==> src/logic/acmp_cfg.svh <==
// Offsets, field positions, reset values and codes of the comparator control block.
// Included by the package and the design file; holds definitions only.
`ifndef ACMP_CFG_SVH
`define ACMP_CFG_SVH

// Register byte addresses on the 32-bit bus.
`define ACMP_CTRL0_ADDR 8'h00
`define ACMP_CTRL1_ADDR 8'h04
`define ACMP_CTRL2_ADDR 8'h08
`define ACMP_CTRL3_ADDR 8'h0c
`define ACMP_STATUS_ADDR 8'h10
`define ACMP_AUX_ADDR 8'h14
`define ACMP_ADDR_W 8

// Control register fields.
`define ACMP_EN_BIT 7
`define ACMP_IE_BIT 6
`define ACMP_SENSE_HI 5
`define ACMP_SENSE_LO 4
`define ACMP_OPT_BIT 3
`define ACMP_SEL_HI 2
`define ACMP_SEL_LO 0
`define ACMP_CTRL_RESET 8'h00

// Status register fields: flags above results.
`define ACMP_FLAG_LO 4
`define ACMP_RESULT_LO 0
`define ACMP_STATUS_RESET 8'h00

// Auxiliary register fields.
`define ACMP_AUX_CAPT_MASK_BIT 0
`define ACMP_AUX_CAPT_EDGE_BIT 1
`define ACMP_AUX_REF_LO 2
`define ACMP_AUX_AMP_LO 4
`define ACMP_AUX_RESET 8'h00

// Sensitivity codes.
`define ACMP_SENSE_TOGGLE 2'h0
`define ACMP_SENSE_RSVD 2'h1
`define ACMP_SENSE_FALL 2'h2
`define ACMP_SENSE_RISE 2'h3

// Negative input selector codes.
`define ACMP_NEG_REF_D640 3'h0
`define ACMP_NEG_REF_D320 3'h1
`define ACMP_NEG_REF_D213 3'h2
`define ACMP_NEG_REF_D160 3'h3
`define ACMP_NEG_BANDGAP 3'h4
`define ACMP_NEG_DAC 3'h5
`define ACMP_NEG_PIN 3'h6
`define ACMP_NEG_RSVD 3'h7

`endif

==> src/logic/acmp_pkg.sv <==
// Types shared by the comparator control block and its bench.
// Assumes the constants header sits beside it on the include path.
`include "acmp_cfg.svh"

package acmp_pkg;

  localparam int NUM_CMP = 4;
  localparam int NUM_AMP = 3;

  // One comparator control byte.
  typedef struct packed {
    logic en;
    logic ie;
    logic [1:0] sense;
    logic opt;
    logic [2:0] neg_sel;
  } cmp_ctrl_t;

  // Routing towards the timer capture front end.
  typedef struct packed {
    logic level;
    logic event_pulse;
    logic irq;
  } capture_t;

  // Auxiliary settings byte.
  typedef struct packed {
    logic rsvd;
    logic [2:0] amp_connect;
    logic [1:0] ref_sel;
    logic capt_edge;
    logic capt_mask;
  } aux_t;

endpackage : acmp_pkg

==> src/logic/analog_comparator_control.sv <==
// Digital control and event logic for four clocked analog comparators.
// Assumes a classic Wishbone master, comparator outcomes and clock ticks
// that are synchronous to clk_i, and a timer capture unit outside.
//
// Summary of operation
// - Result bit high when positive exceeds selected negative.
// - Four comparators, each with its own interrupt.
// - Comparator 0 bit 3 picks PLL or I/O clock.
// - Control bit 7 enables the comparator.
// - Control bit 6 gates the interrupt request.
// - Bits 5:4 pick toggle, falling or rising edge.
// - Three-bit selector picks negative input source.
// - Reference levels derive from converter reference select.
// - Interrupt flags trigger converter and DAC conversions.
// - Comparator 1 bit 3 routes output to capture.
// - Capture interrupt only when capture mask set.
// - Capture edge bit picks rising or falling edge.
// - Routing bit clear disconnects comparator 1 from capture.
// - Amplifier connect makes comparator clock twice amplifier clock.
// - Hardware sets flag on the selected output event.
// - Flag clears on vector execution or written one.
//
// Added by the designer: the Wishbone slave port and the address map.
`timescale 1ns/100ps
`include "acmp_cfg.svh"

module analog_comparator_control
  import acmp_pkg::*;
(
  // Clock, reset and clock enable
  input wire logic clk_i,
  input wire logic rst_i,
  input wire logic ce_i,
  // Wishbone slave
  input wire logic cyc_i,
  input wire logic stb_i,
  input wire logic we_i,
  input wire logic [`ACMP_ADDR_W-1:0] adr_i,
  input wire logic [3:0] sel_i,
  input wire logic [31:0] dat_i,
  output logic [31:0] dat_o,
  output logic ack_o,
  // Analog front end
  input wire logic [NUM_CMP-1:0] cmp_raw_i,
  output cmp_ctrl_t [NUM_CMP-1:0] cmp_ctrl_o,
  output logic [1:0] ref_sel_o,
  output logic [NUM_AMP-1:0] amp_connect_o,
  // Clock ticks
  input wire logic pll_tick_i,
  input wire logic [NUM_AMP-1:0] amp_tick2x_i,
  // Interrupt and trigger side
  input wire logic [NUM_CMP-1:0] vector_ack_i,
  output logic [NUM_CMP-1:0] irq_o,
  output logic [NUM_CMP-1:0] conv_trig_o,
  output logic [NUM_CMP-1:0] result_o,
  output capture_t capture_o
);

  cmp_ctrl_t [NUM_CMP-1:0] ctrl_ff;
  aux_t aux_ff;
  logic [NUM_CMP-1:0] result_ff;
  logic [NUM_CMP-1:0] flag_ff;
  logic [NUM_CMP-1:0] irq_ff;
  logic [NUM_CMP-1:0] trig_ff;
  logic [NUM_CMP-1:0] res_out_ff;
  cmp_ctrl_t [NUM_CMP-1:0] ctrl_out_ff;
  logic [1:0] ref_ff;
  logic [NUM_AMP-1:0] amp_ff;
  capture_t capt_ff;
  logic capt_prev_ff;
  logic div_ff;
  logic ack_ff;
  logic [31:0] dat_ff;

  logic bus_req;
  logic wr_req;
  logic base_tick;
  logic div_tick;
  logic [NUM_CMP-1:0] tick;
  logic [NUM_CMP-1:0] amp_on;
  logic [NUM_CMP-1:0] amp_tick;
  logic [NUM_CMP-1:0] active;
  logic [NUM_CMP-1:0] nxt_result;
  logic [NUM_CMP-1:0] evt;
  logic [NUM_CMP-1:0] w1c;
  logic [7:0] status;
  logic [31:0] nxt_dat;

  assign bus_req = cyc_i & stb_i & ~ack_ff;
  assign wr_req = bus_req & we_i & sel_i[0];

  // Comparator 3 has no amplifier, so its slot is tied off.
  assign amp_on = {{(NUM_CMP-NUM_AMP){1'b0}}, aux_ff.amp_connect};
  assign amp_tick = {{(NUM_CMP-NUM_AMP){1'b0}}, amp_tick2x_i};

  // Base comparator clock and its divide-by-two sample strobe.
  always_comb begin
    base_tick = ctrl_ff[0].opt ? pll_tick_i : 1'b1;
    div_tick = base_tick & div_ff;
  end

  always_ff @(posedge clk_i) begin
    if (rst_i) begin
      div_ff <= 1'b0;
    end else if (ce_i && base_tick) begin
      div_ff <= ~div_ff;
    end
  end

  // Per-comparator sample strobe, activity and edge events.
  always_comb begin
    for (int n = 0; n < NUM_CMP; n++) begin
      tick[n] = div_tick;
      if (amp_on[n]) begin
        // The strobe arrives at twice the amplifier rate.
        tick[n] = amp_tick[n];
      end
      // A reserved selector leaves the negative input floating, so the
      // comparator is treated as off rather than trusted.
      active[n] = ctrl_ff[n].en && (ctrl_ff[n].neg_sel != `ACMP_NEG_RSVD);
      nxt_result[n] = result_ff[n];
      if (!active[n]) begin
        nxt_result[n] = 1'b0;
      end else if (tick[n]) begin
        nxt_result[n] = cmp_raw_i[n];
      end
      evt[n] = 1'b0;
      if (active[n] && tick[n]) begin
        case (ctrl_ff[n].sense)
          `ACMP_SENSE_TOGGLE: evt[n] = cmp_raw_i[n] ^ result_ff[n];
          `ACMP_SENSE_FALL: evt[n] = result_ff[n] & ~cmp_raw_i[n];
          `ACMP_SENSE_RISE: evt[n] = ~result_ff[n] & cmp_raw_i[n];
          default: evt[n] = 1'b0;
        endcase
      end
    end
  end

  always_ff @(posedge clk_i) begin
    if (rst_i) begin
      result_ff <= '0;
    end else if (ce_i) begin
      result_ff <= nxt_result;
    end
  end

  // Flags: a written one or a served vector clears, a new event wins.
  always_comb begin
    w1c = '0;
    if (wr_req && (adr_i == `ACMP_STATUS_ADDR)) begin
      w1c = dat_i[`ACMP_FLAG_LO +: NUM_CMP];
    end
  end

  always_ff @(posedge clk_i) begin
    if (rst_i) begin
      flag_ff <= '0;
    end else if (ce_i) begin
      for (int n = 0; n < NUM_CMP; n++) begin
        if (evt[n]) begin
          flag_ff[n] <= 1'b1;
        end else if (w1c[n] || (vector_ack_i[n] && ctrl_ff[n].ie)) begin
          flag_ff[n] <= 1'b0;
        end
      end
    end
  end

  // Control and auxiliary registers.
  always_ff @(posedge clk_i) begin
    if (rst_i) begin
      for (int n = 0; n < NUM_CMP; n++) begin
        ctrl_ff[n] <= `ACMP_CTRL_RESET;
      end
    end else if (ce_i && wr_req) begin
      if (adr_i == `ACMP_CTRL0_ADDR) begin
        ctrl_ff[0] <= dat_i[7:0];
      end else if (adr_i == `ACMP_CTRL1_ADDR) begin
        ctrl_ff[1] <= dat_i[7:0];
      end else if (adr_i == `ACMP_CTRL2_ADDR) begin
        // Bit 3 has no use on this comparator and reads zero.
        ctrl_ff[2] <= dat_i[7:0] & 8'hf7;
      end else if (adr_i == `ACMP_CTRL3_ADDR) begin
        ctrl_ff[3] <= dat_i[7:0] & 8'hf7;
      end
    end
  end

  always_ff @(posedge clk_i) begin
    if (rst_i) begin
      aux_ff <= `ACMP_AUX_RESET;
    end else if (ce_i && wr_req && (adr_i == `ACMP_AUX_ADDR)) begin
      aux_ff <= dat_i[7:0] & 8'h7f;
    end
  end

  // Registered outputs towards the analog side.
  always_ff @(posedge clk_i) begin
    if (rst_i) begin
      for (int n = 0; n < NUM_CMP; n++) begin
        ctrl_out_ff[n] <= `ACMP_CTRL_RESET;
      end
      ref_ff <= 2'h0;
      amp_ff <= '0;
      res_out_ff <= '0;
    end else if (ce_i) begin
      ctrl_out_ff <= ctrl_ff;
      ref_ff <= aux_ff.ref_sel;
      amp_ff <= aux_ff.amp_connect;
      res_out_ff <= nxt_result;
    end
  end

  // Dedicated interrupt lines and conversion triggers.
  always_ff @(posedge clk_i) begin
    if (rst_i) begin
      irq_ff <= '0;
      trig_ff <= '0;
    end else if (ce_i) begin
      for (int n = 0; n < NUM_CMP; n++) begin
        irq_ff[n] <= flag_ff[n] & ctrl_ff[n].ie;
      end
      trig_ff <= flag_ff;
    end
  end

  // Capture routing of comparator 1.
  always_ff @(posedge clk_i) begin
    if (rst_i) begin
      capt_ff <= '0;
      capt_prev_ff <= 1'b0;
    end else if (ce_i) begin
      if (ctrl_ff[1].opt) begin
        capt_prev_ff <= nxt_result[1];
        capt_ff.level <= nxt_result[1];
        if (aux_ff.capt_edge) begin
          capt_ff.event_pulse <= ~capt_prev_ff & nxt_result[1];
          capt_ff.irq <= ~capt_prev_ff & nxt_result[1] & aux_ff.capt_mask;
        end else begin
          capt_ff.event_pulse <= capt_prev_ff & ~nxt_result[1];
          capt_ff.irq <= capt_prev_ff & ~nxt_result[1] & aux_ff.capt_mask;
        end
      end else begin
        // Nothing of comparator 1 reaches the capture output while routing is off.
        capt_ff <= '0;
        capt_prev_ff <= 1'b0;
      end
    end
  end

  // Read data path.
  always_comb begin
    status = {flag_ff, result_ff};
    nxt_dat = 32'h0000_0000;
    if (adr_i == `ACMP_CTRL0_ADDR) begin
      nxt_dat[7:0] = ctrl_ff[0];
    end else if (adr_i == `ACMP_CTRL1_ADDR) begin
      nxt_dat[7:0] = ctrl_ff[1];
    end else if (adr_i == `ACMP_CTRL2_ADDR) begin
      nxt_dat[7:0] = ctrl_ff[2];
    end else if (adr_i == `ACMP_CTRL3_ADDR) begin
      nxt_dat[7:0] = ctrl_ff[3];
    end else if (adr_i == `ACMP_STATUS_ADDR) begin
      nxt_dat[7:0] = status;
    end else if (adr_i == `ACMP_AUX_ADDR) begin
      nxt_dat[7:0] = aux_ff;
    end
  end

  // Every access, mapped or not, is answered one cycle after the strobe, or once ce_i is high again.
  always_ff @(posedge clk_i) begin
    if (rst_i) begin
      ack_ff <= 1'b0;
      dat_ff <= 32'h0000_0000;
    end else if (ce_i) begin
      ack_ff <= bus_req;
      if (bus_req && !we_i) begin
        dat_ff <= nxt_dat;
      end
    end
  end

  assign dat_o = dat_ff;
  assign ack_o = ack_ff;
  assign cmp_ctrl_o = ctrl_out_ff;
  assign ref_sel_o = ref_ff;
  assign amp_connect_o = amp_ff;
  assign irq_o = irq_ff;
  assign conv_trig_o = trig_ff;
  assign result_o = res_out_ff;
  assign capture_o = capt_ff;

endmodule : analog_comparator_control

==> config.mk <==
export PLATFORM = sky130hd
export DESIGN_NAME = analog_comparator_control
export DESIGN_NICKNAME = d
export VERILOG_FILES = /design/src/logic/acmp_pkg.sv /design/src/logic/analog_comparator_control.sv
export VERILOG_INCLUDE_DIRS = /design/src /design/src/logic
export SDC_FILE = /design/constraint.sdc
export NUM_CORES = 1
export LEC_CHECK = 0
export ABC_CLOCK_PERIOD_IN_PS = 5100
export BUFFER_PORTS_ARGS = -buffer_cell sky130_fd_sc_hd__buf_2
export CAP_MARGIN = 20
export CORE_MARGIN = 2
export CORE_UTILIZATION = 30
export DETAILED_ROUTE_END_ITERATION = 10
export PLACE_DENSITY = 0.54
export SETUP_SLACK_MARGIN = 0.2
export SLEW_MARGIN = 40
export SYNTH_ARGS = -nofsm -noshare
export SYNTH_HDL_FRONTEND = slang
export SYNTH_SLANG_ARGS = --single-unit
export TNS_END_PERCENT = 50
==> constraint.sdc <==
create_clock -name clk_i -period 5.1 [get_ports clk_i]
set_input_delay 1.02 -clock clk_i [delete_from_list [all_inputs] [get_ports clk_i]]
set_output_delay 1.02 -clock clk_i [all_outputs]
set_load 0.005 [all_outputs]
==> results of run 1 <==
-- power breakdown --
part / switching [uW] / total, uW / internal, uW
logic: 67.7 / 98.7 / 31.0
clock network: 297 / 627 / 330
registers: 0.814 / 790 / 789
-- final timing paths --
kind,start,endpoint,slack [ps],cells after the start
max,adr_i[4],ctrl_ff[16]$_SDFFE_PP0P_,1920,6
min,dat_o[3]$_SDFFE_PP0P_,dat_o[3]$_SDFFE_PP0P_,450,2
max reg2reg,ack_o$_SDFFE_PP0P_,ctrl_ff[16]$_SDFFE_PP0P_,2800,5
min reg2reg,dat_o[3]$_SDFFE_PP0P_,dat_o[3]$_SDFFE_PP0P_,450,2
-- per-stage QoR --
stage | cells | setup slack (ps) | cell area, sq um | power (uW) | hold WS (ps)
floorplan | 559 | 2180 | 4820 | 882 | 448
global placement | 810 | 1530 | 5240 | 904 | 441
detailed placement | 810 | 1590 | 5240 | 905 | 444
CTS | 826 | 1950 | 5500 | 1530 | 452
global route | 827 | 1690 | 5520 | 1580 | 464
finish | 827 | 1920 | 5520 | 1520 | 451
-- cell usage after synthesis (5+ instances only) --
| library cell | instances | area share [%] |
|---|---|---|
| sky130_fd_sc_hd__dfxtp_1 | 101 | 43 |
| sky130_fd_sc_hd__nor2_1 | 98 | 7.8 |
| sky130_fd_sc_hd__mux2i_1 | 82 | 17 |
| sky130_fd_sc_hd__nand2_1 | 37 | 2.9 |
| sky130_fd_sc_hd__buf_4 | 27 | 4.3 |
| sky130_fd_sc_hd__a21oi_1 | 23 | 2.4 |
| sky130_fd_sc_hd__nand3_1 | 23 | 2.4 |
| sky130_fd_sc_hd__clkbuf_1 | 18 | 1.4 |
| sky130_fd_sc_hd__inv_1 | 12 | 0.95 |
| sky130_fd_sc_hd__o21ai_0 | 11 | 1.2 |
| sky130_fd_sc_hd__ha_1 | 8 | 2.1 |
| sky130_fd_sc_hd__nor2b_1 | 8 | 1.1 |
| sky130_fd_sc_hd__buf_1 | 7 | 0.56 |
| sky130_fd_sc_hd__o22ai_1 | 6 | 0.79 |
| sky130_fd_sc_hd__or3_1 | 6 | 0.79 |
| sky130_fd_sc_hd__nand2b_1 | 5 | 0.66 |
-- metal layers --
layer	share of wire, %	GRT usage, %	up-vias
li1	-	-	1965
met1	48	25.0	1921
met2	45	27.4	148
met3	5.7	3.39	20
met4	1.7	5.76	2
met5	0.075	0	-
-- state kept, by name, indices dropped and copies added (netlist names), 3 cells and up --
name / count
aux_ff: 4
result_o: 4
amp_connect_o: 3
dat_o: 8
ctrl_ff: 30
amp_on: 3
capture_o: 3
irq_o: 4
flag_ff: 4
cmp_ctrl_o: 30
conv_trig_o: 4
-- placed cells by master (no fill, tap or decap), drive strengths merged, types with 8 or more instances in the layout --
master  netlist  layout
mux2i        82      82
nor2         98      98
nor2b         8       8
clkbuf       18      12
ha            8       8
nand3        23      23
o21ai        11      11
inv          12      12
conb          1      26
buf          37      96
dfxtp       101     101
a21oi        23      23
nand2        37      37
-- layout make-up --
cell class	count	area, sq um
tap	211	264
fill	1616	9790
clock inverter	4	25.0
clock buffer	12	236
inverter	12	45.0
sequential	101	2020
multi-input combinational	391	2430
timing repair buffer	96	500
-- cells by family (layout without fill, tap and decap cells) --
group,after synthesis,after routing
compound gates,70,70
mux,86,86
buf+inv,67,124
flops,101,101
other cells,1,26
simple gates,201,201
fa+ha+maj,8,8
-- worst min-delay path, delay by kind of cell, from the launching register on --
family	cells	cell delay [ps]
flops	1	310
simple gates	1	50
compound gates	1	50
==> metrics.yaml, run 1 <==
report.final.setup_viol: 0
dp.final_hpwl_microns: 10600
synth_cells: 534
status: "finished, final reports clean"
post_synth_and_or_nand_nor_area_fraction_pct: 19.4
finalCritPeriodShare_pct: 62.4
timing.critical_path.to_type: "flop"
timing.critical_path.arrival_ps: 3380
vdd.ir_drop.worst_mv: 0.160
drt.antenna.violating_nets: 0
cp_common_cell: "sky130_fd_sc_hd__nor2_1"
startpoint_type: "primary input"
start_util_pct: 30.9
slowest_stage: "sky130_fd_sc_hd__nand4b_1"
main_combinational_cell_family_by_area_after_synthesis: "simple AND/OR/NAND/NOR gates"
wire_per_inst_microns: 17.8
dominantRegCellSynth: "sky130_fd_sc_hd__dfxtp_1"
synth_async_sr_flop_share_pct: 0
drv_cap: 0
period_minus_slack_ps: 3180
ios: 147
totalNegativeSetupSlack_ps: 0
synth_warnings: 0
fmax_ghz: 0.314
viasPerCell: 4.90
gr-usage-all-layers_pct: 17.7
largest_net_degree_at_the_start_of_global_routing: 67
worst-path-max-fanout: 9
tightestPinTransition_ps: 812
synth-edff-count: 0
antenna_found_initial: 1
final_core_util_pct: 36.1
cts_root_buf: "sky130_fd_sc_hd__clkbuf_16"
drive_gt1_share_pct: 19.0
cts_setup_buffers: 0
adder_and_majority_gate_portion_of_the_synthesized_area_pct: 2.12
drc_violations_left: 0
clock_skew_ps: 7.50
post_cts_hold_buffer_count: 0
power.density_nw_per_um2: 274
design.core.area_sq_um: 15300
synth.lib_cells_used.distinct: 44
tritoncts: "done"
hold_viol: 0
place.gp.congestion: 0.896
critPathMaxStageDelay_ps: 660
synth.yosys.seq_area_share_pct: 42.8
post_synthesis_register_bit_count: 101
timing.critical_path.buf_inv: 1
antennaDiodeCount: 0
cts-root-to-sink-buffers: 2
synth_compound_area_share_pct: 9.50
tritoncts.num_buffers: 9
area_growth_pct: 16.8
global_route_wire_length_before_repair_microns: 22300
worstSetupPathType: "in -> reg"
clock_insertion_delay_worst_skew_ps: 340
h-tree-depth: 3
floorplan.die.height_microns: 130
post_synth_instance_area_sq_um: 4730
synth-xor-area-share_pct: 0
grt_setup_unrepaired: "false"
chipWidth_microns: 130
design.die.area_sq_um: 16800
slew_headroom_pct: 45.4
initialDrtViolationCount: 331
io_buffers: 93
min-delay-path-class: "reg -> reg"
final_nets: 681
post_synth_mux_area_share_pct: 18.3
cp_cell_sequence: "buf_2 -> or4_1 -> nor2_1 -> nand4b_1 -> mux2i_1 -> nor2_1"
path_delay_family: "simple AND/OR/NAND/NOR gates"
power.leakage_uw: 0.00256
num_rows: 45
clock-sinks: 101
syn-mean-instance-area_sq_um: 8.85
clk_transition_reported_paths_ps: 70
via_count_of_the_first_global_routing_pass: 3854
first_pass_iters: 4
crit_required_ps: 5300
grt_overflow: 0
finalMaxSlewViolations: 0
ctsResizeCount: 0
wirelength_microns: 14700
vias: 4056
No activity file was read; power rests on OpenSTA's default activity.
==> inputs of run 2 (changes only) <==
ABC_CLOCK_PERIOD_IN_PS = 2690   (was 5100)
PLACE_DENSITY = 0.55   (was 0.54)
clock period = 2.69 ns   (was 5.1 ns; I/O delays follow)
==> run 2 against run 1 <==
Effect of this change: wire length decreased by 1.4%; sequential power is 90% higher; design area is 2.8% higher; largest power group unchanged.
==> metrics.yaml, run 2 (synthesized netlist as in run 1, its figures left out) <==
viasPerCell: 4.81  # -1.9%
cts_setup_buffers: 0  # unchanged
via_count_of_the_first_global_routing_pass: 3898  # +1.1%
finalMaxSlewViolations: 0  # unchanged
start_util_pct: 30.9  # unchanged
drv_cap: 0  # unchanged
final_nets: 695  # +2.1%
wirelength_microns: 14500  # -1.4%
timing.critical_path.arrival_ps: 2290  # -1090 ps
ctsResizeCount: 0  # unchanged
clk_transition_reported_paths_ps: 70  # about the same
num_rows: 45  # unchanged
wire_per_inst_microns: 17.3  # -3.0%
clock_insertion_delay_worst_skew_ps: 350  # about the same
ios: 147  # unchanged
pre_cts_ws_ps: 254  # -1340 ps
min-delay-path-class: "reg -> reg"
report.power.total_uw: 3050  # +100%
filler_cell_count: 1623  # +0.43%
clock-sinks: 101  # unchanged
area_growth_pct: 20.1
dp.final_hpwl_microns: 10800  # +2.1%
global_route_wire_length_before_repair_microns: 22000  # -1.5%
tightestPinTransition_ps: 636  # -176 ps
startpoint_type: "primary input"
chipWidth_microns: 130  # unchanged
initialDrtViolationCount: 239  # -28%
multiInputGateArea_sq_um: 2430  # unchanged
slew_headroom_pct: 57.6  # +12 points
design.die.area_sq_um: 16800  # unchanged
grt_setup_unrepaired: "false"
power.density_nw_per_um2: 537  # +95%
tritoncts: "done"
antennaDiodeCount: 0  # unchanged
floorplan.die.height_microns: 130  # unchanged
drt.antenna.violating_nets: 0  # unchanged
vdd.ir_drop.worst_mv: 0.286  # +79%
cts_root_buf: "sky130_fd_sc_hd__clkbuf_16"
io_buffers: 93  # unchanged
design.core.area_sq_um: 15300  # unchanged
tritoncts.num_buffers: 9  # unchanged
drive_gt1_share_pct: 21.1  # +2.1 points
gr-usage-all-layers_pct: 17.4  # -0.30 points
antenna_found_initial: 0  # -1
place.gp.congestion: 0.920  # +2.7%
layout.cells.most_common_list: "sky130_fd_sc_hd__dfxtp_1, sky130_fd_sc_hd__nor2_1, sky130_fd_sc_hd__buf_2"
first_pass_iters: 5  # +1
h-tree-depth: 3  # unchanged
worst-path-max-fanout: 8  # -1
period_minus_slack_ps: 2070
cts-root-to-sink-buffers: 2  # unchanged
hold_viol: 0  # unchanged
grt_overflow: 0  # unchanged
final_worst_slack_ps: 624  # -1300 ps
post_cts_hold_buffer_count: 0  # unchanged
totalNegativeSetupSlack_ps: 0  # unchanged
largest_net_degree_at_the_start_of_global_routing: 44  # -34%
detailed_place.area_sq_um: 5370  # +2.4%
finalCritPeriodShare_pct: 76.8
drc_violations_left: 0  # unchanged
worstSetupPathType: "in -> reg"
fmax_ghz: 0.484
mostFrequentLayoutCell: "sky130_fd_sc_hd__dfxtp_1"
register_area_sq_um: 2020  # unchanged
timing.critical_path.to_type: "flop"
post-route-cell-area_sq_um: 5680  # +2.8%
crit_required_ps: 2910  # -2390 ps
final_core_util_pct: 37.1  # +1.0 points
report.final.setup_viol: 0  # unchanged
vias: 4045  # -0.27%
clock_skew_ps: 5.29  # -2.22 ps
status: "finished, final reports clean"
power.leakage_uw: 0.00266  # +3.8%
## run 2: cell count changes in the layout (fill, tap and decap cells not counted)
cell,before,now
sky130_fd_sc_hd__buf_4,2,16
sky130_fd_sc_hd__bufinv_16,0,1
sky130_fd_sc_hd__clkbuf_1,3,1
sky130_fd_sc_hd__clkbuf_8,0,2
sky130_fd_sc_hd__clkinv_2,2,0
sky130_fd_sc_hd__clkinv_4,0,3
sky130_fd_sc_hd__clkinvlp_4,2,0
## run 2: layer usage
layer  GRT usage [%]  wire length, microns  share of wire [%]  up-vias
li1                -                     -                  -     1983
met1            23.5                  6820                 47     1927
met2            28.5                  6820                 47      120
met3            2.31                   696                4.8       15
met4            6.64                   208                1.4        0
met5               0                     0                  0        -
## run 2: worst paths after layout
kind                          from                       end  slack [ps]  cells after the start
max                       adr_i[3]   ctrl_ff[2]$_SDFFE_PP0P_         620                      7
min          dat_o[3]$_SDFFE_PP0P_     dat_o[3]$_SDFFE_PP0P_         460                      2
max reg2reg     ack_o$_SDFFE_PP0P_  ctrl_ff[30]$_SDFFE_PP0P_         640                      5
min reg2reg  dat_o[3]$_SDFFE_PP0P_     dat_o[3]$_SDFFE_PP0P_         460                      2
## run 2: layout make-up
| cell class | instances | share of cell area [%] |
|---|---|---|
| clock buffers | 12 | 4.52 |
| clock inverters | 4 | 0.991 |
| inverters | 12 | 0.793 |
| multi-input cells | 391 | 42.8 |
| flip-flops and latches | 101 | 35.6 |
| well taps | 211 | 4.65 |
| repair buffers | 110 | 10.7 |
## run 2: per-stage QoR
stage	hold WS, ps	cells
after global routing	464	841
after global placement	445	825
after floorplan	448	559
after CTS	454	841
final	458	841
after detailed placement	450	825
## run 2: power by group
group	internal [uW]	switching [uW]	leakage, uW	total, uW
clock	778	581	0.000153	1360
combinational	61.5	128	0.00169	190
sequential	1500	1.52	0.000813	1500
## run 2: worst max-delay path: stages
cell	delay [ps]
sky130_fd_sc_hd__buf_2	110
sky130_fd_sc_hd__or4_1	680
sky130_fd_sc_hd__or2_1	330
sky130_fd_sc_hd__nor3_4	210
sky130_fd_sc_hd__buf_12	170
sky130_fd_sc_hd__mux2i_1	190
sky130_fd_sc_hd__nor2_1	50
